[src/include/pwrsel_regs.vh]
// Event codes, selector values and limits of the power unit event decoder
`ifndef PWRSEL_REGS_VH
`define PWRSEL_REGS_VH

`define PWRSEL_CODE_W 8
`define PWRSEL_INC_W 4
`define PWRSEL_CORES 15
`define PWRSEL_OCC_W 4
`define PWRSEL_OCC_MAX 4'h8
`define PWRSEL_BAND_W 8

// Unit clock: fixed 800 MHz reference, sampled here at 40 MHz
`define PWRSEL_UNIT_CLK_MHZ 800
`define PWRSEL_CLK_MHZ 40

// Events with the extra select bit clear
`define PWRSEL_EV_CLOCKS 8'h00
`define PWRSEL_EV_VOLT_UP 8'h01
`define PWRSEL_EV_VOLT_DOWN 8'h02
`define PWRSEL_EV_VOLT_CHANGE 8'h03
`define PWRSEL_EV_THERM_UPPER 8'h04
`define PWRSEL_EV_POWER_UPPER 8'h05
`define PWRSEL_EV_OS_UPPER 8'h06
`define PWRSEL_EV_CURR_UPPER 8'h07
`define PWRSEL_EV_HOT_INT 8'h09
`define PWRSEL_EV_HOT_EXT 8'h0a
`define PWRSEL_EV_BAND0 8'h0b
`define PWRSEL_EV_BAND3 8'h0e
`define PWRSEL_EV_DEMOTE_LO 8'h1e
`define PWRSEL_EV_DEMOTE_LO_END 8'h25
`define PWRSEL_EV_MEM_SHED 8'h2f
`define PWRSEL_EV_VR_HOT 8'h32
`define PWRSEL_EV_DEMOTE_HI 8'h40
`define PWRSEL_EV_DEMOTE_HI_END 8'h46
`define PWRSEL_EV_FREQ_TRANS 8'h60
`define PWRSEL_EV_IO_LOWER 8'h61
`define PWRSEL_EV_ALL_TRANS 8'h63
`define PWRSEL_EV_CORE_TRANS 8'h70
`define PWRSEL_EV_CORE_TRANS_END 8'h7e
`define PWRSEL_EV_OCCUPANCY 8'h80

// Events with the extra select bit set
`define PWRSEL_XEV_PERF_LOWER 8'h02
`define PWRSEL_XEV_REJECT 8'h17
`define PWRSEL_XEV_REJECT_END 8'h25
`define PWRSEL_XEV_PKG_EXIT 8'h26

// Demotion index offset for the upper code group (cores 8 to 14)
`define PWRSEL_DEMOTE_HI_CORE 8'h08

// Occupancy selector values
`define PWRSEL_OCC_C0 2'h1
`define PWRSEL_OCC_C3 2'h2
`define PWRSEL_OCC_C6 2'h3

// Per-core state encoding on the core state input
`define PWRSEL_CST_C0 2'h0
`define PWRSEL_CST_C3 2'h1
`define PWRSEL_CST_C6 2'h2

`endif

[src/logic/pwrsel_dec.v]
// Combinational event decoder for one counter
`include "pwrsel_regs.vh"

module pwrsel_dec (
    input wire [7:0] code_i,       // Event code
    input wire xsel_i,             // Extra select bit
    input wire [1:0] occ_sel_i,    // Occupancy selector
    input wire en_i,               // Counter enabled
    input wire [15:0] cond_i,      // Single conditions, see top
    input wire [3:0] band_hit_i,   // Band residency per band
    input wire [14:0] demote_i,    // Per-core demotion pulses
    input wire [14:0] trans_i,     // Per-core transition levels
    input wire [14:0] reject_i,    // Per-core rejection pulses
    input wire [3:0] occ_c0_i,     // Cores in C0
    input wire [3:0] occ_c3_i,     // Cores in C3
    input wire [3:0] occ_c6_i,     // Cores in C6
    output reg [3:0] inc_o         // Increment this cycle
);

    // Picks one core bit by code offset from a group base
    function pick;
        input [14:0] vec;
        input [7:0] code;
        input [7:0] base;
        reg [7:0] idx;
        begin
            idx = code - base;
            pick = (idx < 8'd15) ? vec[idx[3:0]] : 1'b0;
        end
    endfunction

    function in_range;
        input [7:0] code;
        input [7:0] lo;
        input [7:0] hi;
        begin
            in_range = (code >= lo) && (code <= hi);
        end
    endfunction

    reg hit;
    reg [3:0] occ;

    always @* begin
        hit = 1'b0;
        occ = 4'h0;
        inc_o = 4'h0;
        if (!xsel_i) begin
            case (code_i)
                `PWRSEL_EV_CLOCKS: hit = 1'b1;
                `PWRSEL_EV_VOLT_UP: hit = cond_i[0];
                `PWRSEL_EV_VOLT_DOWN: hit = cond_i[1];
                `PWRSEL_EV_VOLT_CHANGE: hit = cond_i[0] | cond_i[1];
                `PWRSEL_EV_THERM_UPPER: hit = cond_i[2];
                `PWRSEL_EV_POWER_UPPER: hit = cond_i[3];
                `PWRSEL_EV_OS_UPPER: hit = cond_i[4];
                `PWRSEL_EV_CURR_UPPER: hit = cond_i[5];
                `PWRSEL_EV_HOT_INT: hit = cond_i[6];
                `PWRSEL_EV_HOT_EXT: hit = cond_i[7];
                `PWRSEL_EV_MEM_SHED: hit = cond_i[8];
                `PWRSEL_EV_VR_HOT: hit = cond_i[9];
                `PWRSEL_EV_FREQ_TRANS: hit = cond_i[10];
                `PWRSEL_EV_IO_LOWER: hit = cond_i[11];
                `PWRSEL_EV_ALL_TRANS: hit = |trans_i;
                `PWRSEL_EV_OCCUPANCY: begin
                    case (occ_sel_i)
                        `PWRSEL_OCC_C0: occ = occ_c0_i;
                        `PWRSEL_OCC_C3: occ = occ_c3_i;
                        `PWRSEL_OCC_C6: occ = occ_c6_i;
                        default: occ = 4'h0;
                    endcase
                end
                default: begin
                    if (in_range(code_i, `PWRSEL_EV_BAND0, `PWRSEL_EV_BAND3)) begin
                        hit = band_hit_i[code_i[1:0] - 2'h3];
                    end else if (in_range(code_i, `PWRSEL_EV_DEMOTE_LO,
                                          `PWRSEL_EV_DEMOTE_LO_END)) begin
                        hit = pick(demote_i, code_i, `PWRSEL_EV_DEMOTE_LO);
                    end else if (in_range(code_i, `PWRSEL_EV_DEMOTE_HI,
                                          `PWRSEL_EV_DEMOTE_HI_END)) begin
                        hit = pick(demote_i, code_i + `PWRSEL_DEMOTE_HI_CORE,
                                   `PWRSEL_EV_DEMOTE_HI);
                    end else if (in_range(code_i, `PWRSEL_EV_CORE_TRANS,
                                          `PWRSEL_EV_CORE_TRANS_END)) begin
                        hit = pick(trans_i, code_i, `PWRSEL_EV_CORE_TRANS);
                    end else begin
                        hit = 1'b0;
                    end
                end
            endcase
        end else begin
            // Same code values decode to a separate event space
            case (code_i)
                `PWRSEL_XEV_PERF_LOWER: hit = cond_i[12];
                `PWRSEL_XEV_PKG_EXIT: hit = cond_i[13];
                default: begin
                    if (in_range(code_i, `PWRSEL_XEV_REJECT, `PWRSEL_XEV_REJECT_END)) begin
                        hit = pick(reject_i, code_i, `PWRSEL_XEV_REJECT);
                    end else begin
                        hit = 1'b0;
                    end
                end
            endcase
        end
        if (en_i) begin
            inc_o = (occ > `PWRSEL_OCC_MAX) ? `PWRSEL_OCC_MAX : (occ | {3'h0, hit});
        end
    end

endmodule

[src/logic/pwrsel_top.v]
// Event selection decoder for the four power unit performance counters
`include "pwrsel_regs.vh"

module pwrsel_top (
    input wire CLK_I,              // 40 MHz clock
    input wire SRST_I,             // Synchronous reset, active high
    input wire CE_I,               // Clock enable, freezes state when low
    input wire [7:0] EVT_SEL0_I,   // Counter 0 event code
    input wire [7:0] EVT_SEL1_I,   // Counter 1 event code
    input wire [7:0] EVT_SEL2_I,   // Counter 2 event code
    input wire [7:0] EVT_SEL3_I,   // Counter 3 event code
    input wire [3:0] XSEL_I,       // Extra select bit per counter
    input wire [1:0] OCC_SEL0_I,   // Counter 0 occupancy selector
    input wire [1:0] OCC_SEL1_I,   // Counter 1 occupancy selector
    input wire [1:0] OCC_SEL2_I,   // Counter 2 occupancy selector
    input wire [1:0] OCC_SEL3_I,   // Counter 3 occupancy selector
    input wire [3:0] CNT_EN_I,     // Counter enable per counter
    input wire [31:0] BAND_THR_I,  // Band thresholds, band 0 in 7:0
    input wire [7:0] FREQ_RATIO_I, // Current frequency ratio
    input wire VOLT_UP_I,          // Voltage increasing
    input wire VOLT_DOWN_I,        // Voltage decreasing
    input wire THERM_UPPER_I,      // Thermal is strongest upper limit
    input wire POWER_UPPER_I,      // Power is strongest upper limit
    input wire OS_UPPER_I,         // OS request is strongest upper limit
    input wire CURR_UPPER_I,       // Current is strongest upper limit
    input wire HOT_INT_I,          // Internal hot throttle
    input wire HOT_EXT_I,          // External hot throttle
    input wire MEM_SHED_I,         // Memory regulator phase shedding
    input wire VR_HOT_I,           // Regulator hot
    input wire FREQ_TRANS_I,       // Frequency change in progress
    input wire IO_LOWER_I,         // IO limit is strongest lower limit
    input wire PERF_LOWER_I,       // Perf limit is strongest lower limit
    input wire PKG_EXIT_I,         // Package sleep exit in progress
    input wire [14:0] DEMOTE_I,    // Per-core demotion pulse
    input wire [14:0] CORE_TRANS_I,// Per-core C-state transition level
    input wire [14:0] REJECT_I,    // Per-core deep sleep rejection pulse
    input wire [29:0] CORE_CST_I,  // Per-core state, two bits each
    output wire [3:0] INC0_O,      // Counter 0 increment
    output wire [3:0] INC1_O,      // Counter 1 increment
    output wire [3:0] INC2_O,      // Counter 2 increment
    output wire [3:0] INC3_O       // Counter 3 increment
);

    ////////////////////////////////////////////////////////////////////////
    // Occupancy tally
    ////////////////////////////////////////////////////////////////////////

    // Number of cores whose state equals the given value
    function [3:0] tally;
        input [29:0] cst;
        input [1:0] want;
        integer k;
        reg [3:0] n;
        begin
            n = 4'h0;
            for (k = 0; k < `PWRSEL_CORES; k = k + 1) begin
                if (cst[2*k +: 2] == want) begin
                    n = n + 4'h1;
                end
            end
            tally = n;
        end
    endfunction

    wire [3:0] occ_c0 = tally(CORE_CST_I, `PWRSEL_CST_C0);
    wire [3:0] occ_c3 = tally(CORE_CST_I, `PWRSEL_CST_C3);
    wire [3:0] occ_c6 = tally(CORE_CST_I, `PWRSEL_CST_C6);

    ////////////////////////////////////////////////////////////////////////
    // Band residency
    ////////////////////////////////////////////////////////////////////////

    // Each band checks the ratio against its own threshold byte
    wire [3:0] band_hit;

    genvar b;
    generate
        for (b = 0; b < 4; b = b + 1) begin : g_band
            assign band_hit[b] = FREQ_RATIO_I >= BAND_THR_I[8*b +: 8];
        end
    endgenerate

    ////////////////////////////////////////////////////////////////////////
    // Condition vector
    ////////////////////////////////////////////////////////////////////////

    wire [15:0] cond = {
        2'h0,
        PKG_EXIT_I,
        PERF_LOWER_I,
        IO_LOWER_I,
        FREQ_TRANS_I,
        VR_HOT_I,
        MEM_SHED_I,
        HOT_EXT_I,
        HOT_INT_I,
        CURR_UPPER_I,
        OS_UPPER_I,
        POWER_UPPER_I,
        THERM_UPPER_I,
        VOLT_DOWN_I,
        VOLT_UP_I
    };

    wire [31:0] code_all = {EVT_SEL3_I, EVT_SEL2_I, EVT_SEL1_I, EVT_SEL0_I};
    wire [7:0] occ_all = {OCC_SEL3_I, OCC_SEL2_I, OCC_SEL1_I, OCC_SEL0_I};
    wire [15:0] inc_all;

    ////////////////////////////////////////////////////////////////////////
    // Per-counter decoders
    ////////////////////////////////////////////////////////////////////////

    // Identical decoder on every counter
    genvar c;
    generate
        for (c = 0; c < 4; c = c + 1) begin : g_ctr
            pwrsel_dec u_dec (
                .code_i(code_all[8*c +: 8]),
                .xsel_i(XSEL_I[c]),
                .occ_sel_i(occ_all[2*c +: 2]),
                .en_i(CNT_EN_I[c]),
                .cond_i(cond),
                .band_hit_i(band_hit),
                .demote_i(DEMOTE_I),
                .trans_i(CORE_TRANS_I),
                .reject_i(REJECT_I),
                .occ_c0_i(occ_c0),
                .occ_c3_i(occ_c3),
                .occ_c6_i(occ_c6),
                .inc_o(inc_all[4*c +: 4])
            );
        end
    endgenerate

    ////////////////////////////////////////////////////////////////////////
    // Output registers
    ////////////////////////////////////////////////////////////////////////

    reg [15:0] inc_ff;
    wire [15:0] nxt_inc = inc_all;

    always @(posedge CLK_I) begin
        if (SRST_I) begin
            inc_ff <= 16'h0000;
        end else if (CE_I) begin
            inc_ff <= nxt_inc;
        end
    end

    assign INC0_O = inc_ff[3:0];
    assign INC1_O = inc_ff[7:4];
    assign INC2_O = inc_ff[11:8];
    assign INC3_O = inc_ff[15:12];

endmodule

[config.mk]
export PLATFORM = sky130hd
export DESIGN_NAME = pwrsel_top
export DESIGN_NICKNAME = d
export VERILOG_FILES = /design/src/logic/pwrsel_dec.v /design/src/logic/pwrsel_top.v
export VERILOG_INCLUDE_DIRS = /design/src /design/src/include
export SDC_FILE = /design/constraint.sdc
export NUM_CORES = 1
export LEC_CHECK = 0
export BUFFER_PORTS_ARGS = -buffer_cell sky130_fd_sc_hd__buf_2
export CORE_UTILIZATION = 50
export CTS_CLUSTER_DIAMETER = 40
export DETAILED_ROUTE_END_ITERATION = 7
export PLACE_DENSITY = 0.87
export SLEW_MARGIN = 20
export SYNTH_ARGS = -nofsm -noshare
export SYNTH_HDL_FRONTEND = slang
export SYNTH_SLANG_ARGS = --single-unit
export TNS_END_PERCENT = 20
[constraint.sdc]
create_clock -name CLK_I -period 9.35 [get_ports CLK_I]
set_input_delay 0.4675 -clock CLK_I [delete_from_list [all_inputs] [get_ports CLK_I]]
set_output_delay 0.4675 -clock CLK_I [all_outputs]
set_load 0.03 [all_outputs]
# Word-level counts from Yosys, hierarchy flattened

Cells that the tools add are included.

Register bits: 16
Latch bits: 0
Bits in writable memories: 0
ROM bits: 0
Output and inout port bits: 16
Word-level logic and storage cells: 451
Memories kept: 0

Add/sub/neg operators: 66
Multiply operators: 0
Divide/modulo/power cells: 0
$lt $le $gt $ge: 80
Eq/ne operators: 106
Shifts and indexed selects: 0
Multiplexer cells: 153
Bitwise gates (word level): 5
Reductions and logical operators: 40

Operators by type and width:

| kind                                                                              | number |
|---|---|
| 4-bit 2-to-1 mux                                                                  | 58 |
| 4-bit by 1-bit adder with 4-bit output (second input constant)                    | 42 |
| 8-bit by 3-bit == test with 1-bit output (second input constant)                  | 16 |
| 8-bit by 4-bit < comparator with 1-bit output (second input constant)             | 16 |
| 8-bit by 6-bit == test with 1-bit output (second input constant)                  | 12 |
| 8-bit by 7-bit == test with 1-bit output (second input constant)                  | 12 |
| 4-bit by 5-bit < comparator with 1-bit output (second input constant)             | 16 |
| 1-bit binary-select mux with 4-bit select                                         | 16 |
| 8-bit by 2-bit == test with 1-bit output (second input constant)                  | 8 |
| 8-bit by 4-bit == test with 1-bit output (second input constant)                  | 8 |
| 8-bit by 5-bit >= comparator with 1-bit output (second input constant)            | 8 |
| 8-bit by 7-bit >= comparator with 1-bit output (second input constant)            | 8 |
| 8-bit by 7-bit less-or-equal comparator with 1-bit output (second input constant) | 8 |
| 1-bit case mux with 16 select lines                                               | 4 |
| 8-bit by 5-bit subtractor with 8-bit output (second input constant)               | 8 |
| 8-bit by 7-bit subtractor with 8-bit output (second input constant)               | 8 |
| 1-bit 2-to-1 mux                                                                  | 63 |
| 4-bit case mux with 3 select lines                                                | 4 |
| 2-bit == test (second input constant)                                             | 23 |
| 2-bit by 1-bit == test with 1-bit output (second input constant)                  | 19 |
| 8-bit by 4-bit adder with 8-bit output (second input constant)                    | 4 |
| 8-bit by 1-bit == test with 1-bit output (second input constant)                  | 4 |
| 8-bit == test (second input constant)                                             | 4 |
| 8-bit by 4-bit >= comparator with 1-bit output (second input constant)            | 4 |
| 14 further kinds                                                                  | 77 |

# Longest topological paths before layout

Gate-level depths: netlist of run 1.

Depth after elaboration: 36
Gate-level depth with buffers: 51
Mapped depth without buffers: 51

# By module

From an unflattened synthesis of run 1, not the netlist that was laid out.

Cells, all modules: 1525
Area, all modules: 11642.4 um^2

Modules (own cells, without submodules):

| module     | times used | cells an instance | area an instance (um^2) |
|---|---|---|---|
| pwrsel_dec | 4          | 185               | 1457.6 |
| pwrsel_top | 1          | 785               | 5811.8 |

# Least setup slack after synthesis of run 1

OpenSTA, ideal clock, no wires.

Kind: in2reg
Start: input port CORE_CST_I[3]
End: register inc_ff[8]
Arrival time: 8658 ps
Setup slack: 606 ps
Cell stages on the path: 41
Cell sequence: or2_2 ha_1 or3b_2 o21a_1 ha_1 or3b_2 nand2_1 ha_1 nor2_1 a31oi_1 ha_1 a211oi_1 nand2_1 ha_1 nor2_1 a31oi_1 ha_1 nand2_1 (+5 left out) nor2_1 nor2_1 ha_1 nand2_1 o31ai_1 ha_1 and2_1 a311o_1 ha_1 mux2_2 ha_1 mux2_2 ha_1 mux2_2 o211ai_1 o21ai_0 o311a_1 a221oi_2

Cells in the longest elaborated chain, start to end: 34
Elaborated cells between the ends (all ways): 91

RTL lines:

| what                                                                                                  | RTL line         | RTL |
|---|---|---|
| start: declaration                                                                                    | pwrsel_top.v:37  | `input wire [29:0] CORE_CST_I,` |
| 2-bit == test (tied with other cells)                                                                 | pwrsel_top.v:57  | `if (cst[2*k +: 2] == want) begin` |
| 4-bit 2-to-1 mux                                                                                      | pwrsel_top.v:57  |  |
| 4-bit by 1-bit adder with 4-bit output                                                                | pwrsel_top.v:58  | `n = n + 4'h1;` |
| 4-bit 2-to-1 mux                                                                                      | pwrsel_top.v:57  |  |
| 4-bit by 1-bit adder with 4-bit output                                                                | pwrsel_top.v:58  |  |
| 4-bit 2-to-1 mux                                                                                      | pwrsel_top.v:57  |  |
| 4-bit by 1-bit adder with 4-bit output                                                                | pwrsel_top.v:58  |  |
| 4-bit 2-to-1 mux                                                                                      | pwrsel_top.v:57  |  |
| (+18 left out)                                                                                        | -                |  |
| 4-bit by 1-bit adder with 4-bit output                                                                | pwrsel_top.v:58  |  |
| 4-bit 2-to-1 mux                                                                                      | pwrsel_top.v:57  |  |
| 4-bit case mux with 3 select lines (*)                                                                | pwrsel_dec.v:66  | `case (occ_sel_i)` |
| 4-bit 2-to-1 mux (*)                                                                                  | pwrsel_dec.v:49  | `case (code_i)` |
| 4-bit 2-to-1 mux (*)                                                                                  | pwrsel_dec.v:48  | `if (!xsel_i) begin` |
| 4-bit greater-than comparator (no source line) or 4-bit by 1-bit OR with 4-bit output (tied branches) | -                |  |
| 4-bit 2-to-1 mux (*)                                                                                  | pwrsel_dec.v:106 | `` inc_o = (occ > `PWRSEL_OCC_MAX) ? `PWRSEL_OCC_MAX : (occ \| {3'h0, hit}); `` |
| 4-bit 2-to-1 mux (*)                                                                                  | pwrsel_dec.v:105 | `if (en_i) begin` |
| end signal: assignment                                                                                | pwrsel_top.v:146 | `inc_ff <= nxt_inc;` |
| end: declaration                                                                                      | pwrsel_top.v:139 | `reg [15:0] inc_ff;` |

Mark *: on every way between the ends. The rest lies on a longest branch, timed or not.
A chain may end at the register's enable or synchronous reset.

# Final worst setup path of run 1

Start: input port CORE_CST_I[1]
End: register inc_ff[8]

Cells in the longest elaborated chain, start to end: 36
Elaborated cells between the ends (all ways): 97

RTL lines:

| what                                                                                                  | RTL line |
|---|---|
| 2-bit == test (tied with other cells)                                                                 | pwrsel_top.v:57 |
| 1-bit 2-to-1 mux                                                                                      | pwrsel_top.v:57 |
| 4-bit by 1-bit adder with 4-bit output                                                                | pwrsel_top.v:58 |
| 4-bit 2-to-1 mux                                                                                      | pwrsel_top.v:57 |
| 4-bit by 1-bit adder with 4-bit output                                                                | pwrsel_top.v:58 |
| 4-bit 2-to-1 mux                                                                                      | pwrsel_top.v:57 |
| 4-bit by 1-bit adder with 4-bit output                                                                | pwrsel_top.v:58 |
| 4-bit 2-to-1 mux                                                                                      | pwrsel_top.v:57 |
| (+20 left out)                                                                                        | - |
| 4-bit by 1-bit adder with 4-bit output                                                                | pwrsel_top.v:58 |
| 4-bit 2-to-1 mux                                                                                      | pwrsel_top.v:57 |
| 4-bit case mux with 3 select lines (*)                                                                | pwrsel_dec.v:66 |
| 4-bit 2-to-1 mux (*)                                                                                  | pwrsel_dec.v:49 |
| 4-bit 2-to-1 mux (*)                                                                                  | pwrsel_dec.v:48 |
| 4-bit greater-than comparator (no source line) or 4-bit by 1-bit OR with 4-bit output (tied branches) | - |
| 4-bit 2-to-1 mux (*)                                                                                  | pwrsel_dec.v:106 |
| 4-bit 2-to-1 mux (*)                                                                                  | pwrsel_dec.v:105 |

Marks and branches as above.

==> results of run 1 <==
-- synthesized netlist by cell type (6+ instances only) --
cell type and instances:
a2111oi_0 11, a211oi_1 15, a21o_1 9, a21oi_1 67, a22oi_1 8, a311oi_1 11, a31oi_1 31, a32o_1 6
a32oi_1 6, and3_1 14, buf_1 7, clkbuf_1 59, dfxtp_1 16, ha_1 114, inv_1 75, mux2_2 12
mux2i_1 37, mux4_2 51, nand2_1 136, nand2b_1 33, nand3_1 37, nand3b_1 18, nand4_1 21, nor2_1 107
nor2b_1 48, nor3_1 36, nor3b_1 15, nor4_1 13, nor4b_1 6, o211ai_1 21, o21a_1 10, o21ai_0 68
o221ai_1 6, o22ai_1 9, o31ai_1 10, or2_2 6, xnor2_1 74, xnor3_1 6, xnor3_2 6, xor2_1 38
-- where the power goes --
| group | switching (W) | internal (W) | leakage (nW) |
|---|---|---|---|
| sequential | 0.000000396 | 0.0000688 | 0.129 |
| combinational | 0.000719 | 0.000578 | 4.96 |
| clock | 0.0000287 | 0.0000651 | 0.0442 |
-- repair_timing --
| action | 4_1_cts | 5_1_grt |
|---|---|---|
| pin swaps | 0 | 19 |
| gates resized for setup | 2 | 48 |
| setup endpoints to repair | 4 | 16 |
| gates cloned | 0 | 0 |
| setup buffers | 0 | 16 |
| hold buffers | 0 | 0 |
-- metal layers --
layer,wire (µm),track usage,part of all wire
met5,18,0,0.00053
met4,1270,0.106,0.037
met3,3690,0.0512,0.11
met2,15600,0.472,0.46
met1,13400,0.391,0.40
-- kinds of logic (layout without fill, tap and decap cells) --
logic type                 count (synthesis)  count (layout)  share of synthesized area
and+or+nand+nor                          526             526                      0.258
DFF                                       16              16                     0.0303
AOI/OAI and AO/OA                        346             346                      0.226
other                                      0               2                          0
buffers and inverters                    151             297                     0.0556
xor gates and xnor gates                 135             135                      0.139
adders and majority gates                114             114                      0.135
muxes                                    100             100                      0.156
-- worst paths after layout --
check                     start  slack, ps          to
setup / recovery  CORE_CST_I[1]        330   inc_ff[8]
hold / removal       inc_ff[13]        450  inc_ff[13]
setup reg to reg      inc_ff[8]       8480   inc_ff[8]
hold reg to reg      inc_ff[13]        450  inc_ff[13]
-- metrics by stage --
| stage | cells | total power, W | area, µm² | hold slack (ps) |
|---|---|---|---|---|
| 6_report | 1806 | 0.00146 | 12100 | 451 |
| 5_1_grt | 1806 | 0.00158 | 12100 | 490 |
| 4_1_cts | 1788 | 0.00130 | 11700 | 451 |
| 3_5_place_dp | 1784 | 0.00119 | 11600 | 440 |
| 3_3_place_gp | 1784 | 0.00115 | 11600 | 437 |
| 2_1_floorplan | 1388 | 0.000923 | 10600 | 583 |
-- critical path: cells and delay by family --
kind | cells | cell delay [ps]
compound gates | 12 | 2160
fa+ha+maj | 13 | 3590
buf+inv | 2 | 170
mux | 3 | 880
simple gates | 13 | 1910
-- layout make-up --
cell class,count,area [µm²],area share
multi-input cells,1221,9930,0.821
repair buffers,215,1130,0.0930
well taps,270,338,0.0279
flip-flops and latches,16,320,0.0265
inverters,78,293,0.0242
clock buffers,4,88.8,0.00734
diodes,2,5.00,0.000414
==> impl_results.md, run 1 <==
- Status: complete, no violations
- Post-place setup slack: -298 ps
- Setup Skew: 0 ps
- Synth unique cells: between 80 and 90
- Area contributors post-synth: ha_1 (13%), mux4_2 (11%), xnor2_1 (6.1%)
- Final nets: between 1,500 and 2,000
- Peak per-stage delay on the critical path: ~450 ps
- Total I/O pin count: between 150 and 200
- Slew headroom: 0.510
- Crit path time final: around 9000 ps
- Gpl congestion: between 0.9 and 1
- Filler cells: 1,793
- CP Data Arrival Time: 9180 ps
- Crit Path Category: input port to register
- Initial Utilization: 0.516
- Vias per cell: 6.56
- CP required: 9510 ps
- CORE AREA: just over 20,000 µm²
- R2r worst-path depth: 3
- Most frequent cells in the layout: buf_2 (195), nand2_1 (131), ha_1 (110), nor2_1 (105), inv_1 (74)
- ANT nets after route: 0
- DRT Pass-1 Iters: 6
- Syn Area/Cell: approximately 7.6 µm²
- Largest net degree at the start of global routing: 27
- Startpoint types: input port
- # rows: 52
- Global-route wire length before repair: ~53,000 µm
- Syn Std Cell Area: about 11,000 µm²
- CP max stage cell: or3b_2
- Gr usage total: 0.293
- Hold path depth: 2
- Commonest non-fill, non-tap cell in the layout: buf_2
- Number of flip-flops in the largest register: 16
- Utilization after layout: 0.591
- Iter 0 DRT Violations: about 1,400
- Hold Violations, Final: 0
- #FFs+latches synth: 16
- Total grt overflow: 0
- Count of input and output buffers: between 150 and 200
- Vias in the first global route: approximately 11,000
- Top_reg_cell synth: dfxtp_1
- Wire length per cell: about 19 µm
- Total Wirelength: between 30,000 and 40,000 µm
- Largest area contributor in the netlist: ha_1
- Leak Pwr: about 5.1 nW
- DR vias: around 12,000
- Syn Inst Count: 1,388
- Area grow syn2layout: 14.4%
- Max clock buf depth: 2
- Setup violations, final: 0
- # clock sinks: 16
- VDD IR-drop max: 0.0000739 V
- Die area: between 20,000 and 25,000 µm²
- Power per Cell Area: about 120 nW/µm²
- Drt drc: 0
- Max cap viols: 0
- CP endpoint kind: register
- Worst-path fanout max: 5
- H-tree depth: 1
- CTS root buf: clkbuf_16
- Final WS setup: between 300 and 400 ps
- Worst hold path class: register to register
- Largest Register: inc_ff
- Num CTS Buffers: 3
- Setup tns final: 0 ps
- Worst-skew pair later-pin latency: 250 ps
- Yosys Warn Count: 0
- Fin crit share: 0.964
- Post-synthesis sequential area ratio: 0.0303
- Max-slew violation count: 0
- Number of synthesized flops with an enable pin: 0
- Post-synth top area share: 0.135
- Initial antenna violation count: 4
- Share of layout cells above drive strength 1: 0.237
- Syn Nets: about 1,700
- CTS clk-pin slew, worst paths: 50 ps
- Dpl hpwl: roughly 27,000 µm
- Fmax: roughly 110 MHz
- Worst slew pin tran: roughly 730 ps
- CTS tree: built
- Top Registers: inc_ff x16
- Die W: between 100 and 150 µm
- Async set-reset flop share out of synthesis: 0
- Critical path's most frequent cell: ha_1
- Die Height: 147 µm
Power figures use the tool's default switching activity.
==> inputs of run 2 (changes only) <==
- clock period: 9.35 -> 8.1 ns (I/O delays scaled with it)
==> run 2 against run 1 <==
The flow now finishes with violations (DRC, setup timing). Utilization up 9.2 points. Via count rose by 20%. Sequential power rose by 16%. Count of clock-buffer cells in the layout is 1 lower. Sequential cell count unchanged. First-iteration DRC count is 59% higher. Power up 66%. Final area rose by 16%. Wire length rose by 44%. Critical endpoint unchanged.
==> impl_results.md, run 2 (same netlist as run 1, synthesis figures left out) <==
- DR vias: 14,200 (was 11,900)
- CTS root buf: clkbuf_16 (unchanged)
- Gpl congestion: 1.06 (was 0.981)
- Commonest non-fill, non-tap cell in the layout: buf_2 (unchanged)
- Setup tns final: -17,800 ps (was 0 ps)
- Worst-skew pair later-pin latency: 250 ps (about the same)
- Total grt overflow: 0 (unchanged)
- Crit Path Category: input port to register (unchanged)
- Post-Layout Cell Count: 1,978 (was 1,806)
- Total Wirelength: 48,900 µm (was 34,000 µm)
- Largest Register: inc_ff (unchanged)
- Die W: 147 µm (unchanged)
- Drt drc: 44 (was 0)
- VDD IR-drop max: 0.000247 V (was 0.0000739 V)
- Max clock buf depth: 2 (unchanged)
- Max-slew violation count: 0 (unchanged)
- Critical path's most frequent cell: ha_4 (was ha_1)
- Initial antenna violation count: 4 (unchanged)
- # rows: 52 (unchanged)
- DRT Pass-1 Iters: 8 (was 6)
- Vias per cell: 7.20 (was 6.56)
- Wire length per cell: 24.7 µm (was 18.8 µm)
- Final nets: 2,002 (was 1,829)
- CP Data Arrival Time: 9530 ps (was 9180 ps)
- Pint: 0.00120 W (was 0.000712 W)
- Crit path time final: 9370 ps
- Peak per-stage delay on the critical path: 410 ps (was 450 ps)
- CORE AREA: 20,500 µm² (unchanged)
- Die Height: 147 µm (unchanged)
- Crit path max-delay family: adder cells (unchanged)
- Failing checks: DRC, setup timing
- Leak Pwr: 6.08 nW (was 5.13 nW)
- Total I/O pin count: 196 (unchanged)
- Die area: 21,700 µm² (unchanged)
- Area grow syn2layout: 32.3% (was 14.4%)
- Global-route wire length before repair: 67,200 µm (was 53,200 µm)
- Final WS setup: -1270 ps (was 334 ps)
- Fin crit share: 1.16
- Share of layout cells above drive strength 1: 0.352 (was 0.237)
- RSZ-0062 raised after global routing: true
- Top Registers: inc_ff x16 (unchanged)
- R2r setup slk: 7110 ps (was 8480 ps)
- CP bufs+invs: 3 (was 2)
- Gr usage total: 0.380 (was 0.293)
- Worst hold path class: register to register (unchanged)
- H-tree depth: 1 (unchanged)
- ANT nets after route: 0 (unchanged)
- Worst-path fanout max: 3 (was 5)
- Count of input and output buffers: 195 (unchanged)
- Slew headroom: 0.340 (was 0.510)
- Dpl hpwl: 27,900 µm (was 26,800 µm)
- Number of flip-flops in the largest register: 16 (unchanged)
- CTS clk-pin slew, worst paths: 50 ps (about the same)
- Net Sw Frac: 0.505 (was 0.512)
- Largest net degree at the start of global routing: 27 (unchanged)
- Fmax: 107 MHz
- Startpoint types: input port (unchanged)
- Most frequent cells in the layout: buf_2 (191), buf_4 (189), nand2_1 (123), nor2_1 (98), ha_1 (93) (was buf_2 (195), nand2_1 (131), ha_1 (110), nor2_1 (105), inv_1 (74))
- Setup Skew: 0 ps (unchanged)
- CP endpoint kind: register (unchanged)
- Max cap viols: 0 (unchanged)
- Cts hold-fix bufs: 0 (unchanged)
- Total power: 0.00242 W (was 0.00146 W)
- Worst slew pin tran: 984 ps (was 729 ps)
- Hold Violations, Final: 0 (unchanged)
- Initial Utilization: 0.516 (unchanged)
- Status: finished, violations left (was complete, no violations)
- Iter 0 DRT Violations: 2,161 (was 1,359)
- # clock sinks: 16 (unchanged)
- CP required: 8250 ps (was 9510 ps)
- Vias in the first global route: 13,000 (was 10,800)
- Power per Cell Area: 173 nW/µm² (was 121 nW/µm²)
- Filler cells: 1,479 (was 1,793)
- Flop pwr share: 0.033 (was 0.047)
- Setup violations, final: 16 (was 0)
- NetSw: 0.00122 W (was 0.000748 W)
- CTS tree: built (unchanged)
- CP max stage cell: o311a_1 (was or3b_2)
- Clock power share: 0.039 (was 0.064)
- Placed cells: 1,872 (was 1,784)
- Comb pwr share: 0.928 (was 0.888)
- Num CTS Buffers: 3 (unchanged)
## run 2: per-layer routing
metal / track usage / vias up / wire length, µm / part of all wire
li1: - / 5855 / - / -
met1: 0.458 / 6342 / 15700 / 0.32
met4: 0.218 / 2 / 4800 / 0.098
met5: 0 / - / 13 / 0.00027
met2: 0.632 / 1492 / 21200 / 0.43
met3: 0.0747 / 545 / 7190 / 0.15
## run 2: cell type report
type / instances / area (µm²) / share of cell area
Multi-Input combinational cell: 1221 / 10500 / 0.749
Timing Repair Buffer: 388 / 2480 / 0.177
Tap cell: 270 / 338 / 0.0241
Sequential cell: 16 / 320 / 0.0229
Inverter: 78 / 293 / 0.0209
Clock buffer: 3 / 75.1 / 0.00536
Antenna cell: 2 / 5.00 / 0.000358
## run 2: stage by stage
stage | worst slack [ps] | instance area (µm²) | util | hold slack (ps)
6_report | -1270 | 14000 | 0.683 | 460
5_1_grt | -1500 | 14000 | 0.683 | 491
4_1_cts | -255 | 13300 | 0.651 | 458
3_5_place_dp | -984 | 12400 | 0.606 | 451
3_3_place_gp | -462 | 12400 | 0.606 | 441
2_1_floorplan | -347 | 10700 | - | 583
## run 2: path summary, 6_finish.rpt
check	from	to	depth (start not counted)
setup / recovery	CORE_CST_I[3]	inc_ff[8]	49
setup reg to reg	inc_ff[8]	inc_ff[8]	3
hold reg to reg	inc_ff[14]	inc_ff[14]	2
hold / removal	inc_ff[14]	inc_ff[14]	2
## run 2: worst register-to-register path, stage by stage (launching register included)
cell      delay, ps
dfxtp_1         380
nand2_1         120
o311a_1         150
a221oi_2        240
## run 2: power groups by stage
stage	registers, W	logic [W]	clock network (W)
floorplan	0.0000825	0.00102	0
global placement	0.0000814	0.00149	0
detailed placement	0.0000814	0.00156	0
CTS	0.0000799	0.00174	0.0000956
global route	0.0000799	0.00233	0.000100
finish	0.0000801	0.00224	0.0000942
## run 2: timing repair
item                                    4_1_cts  5_1_grt
endpoints found under the setup margin       16       16
buffers inserted                             86       19
resized for setup                            45       90
pin swaps                                    35       75
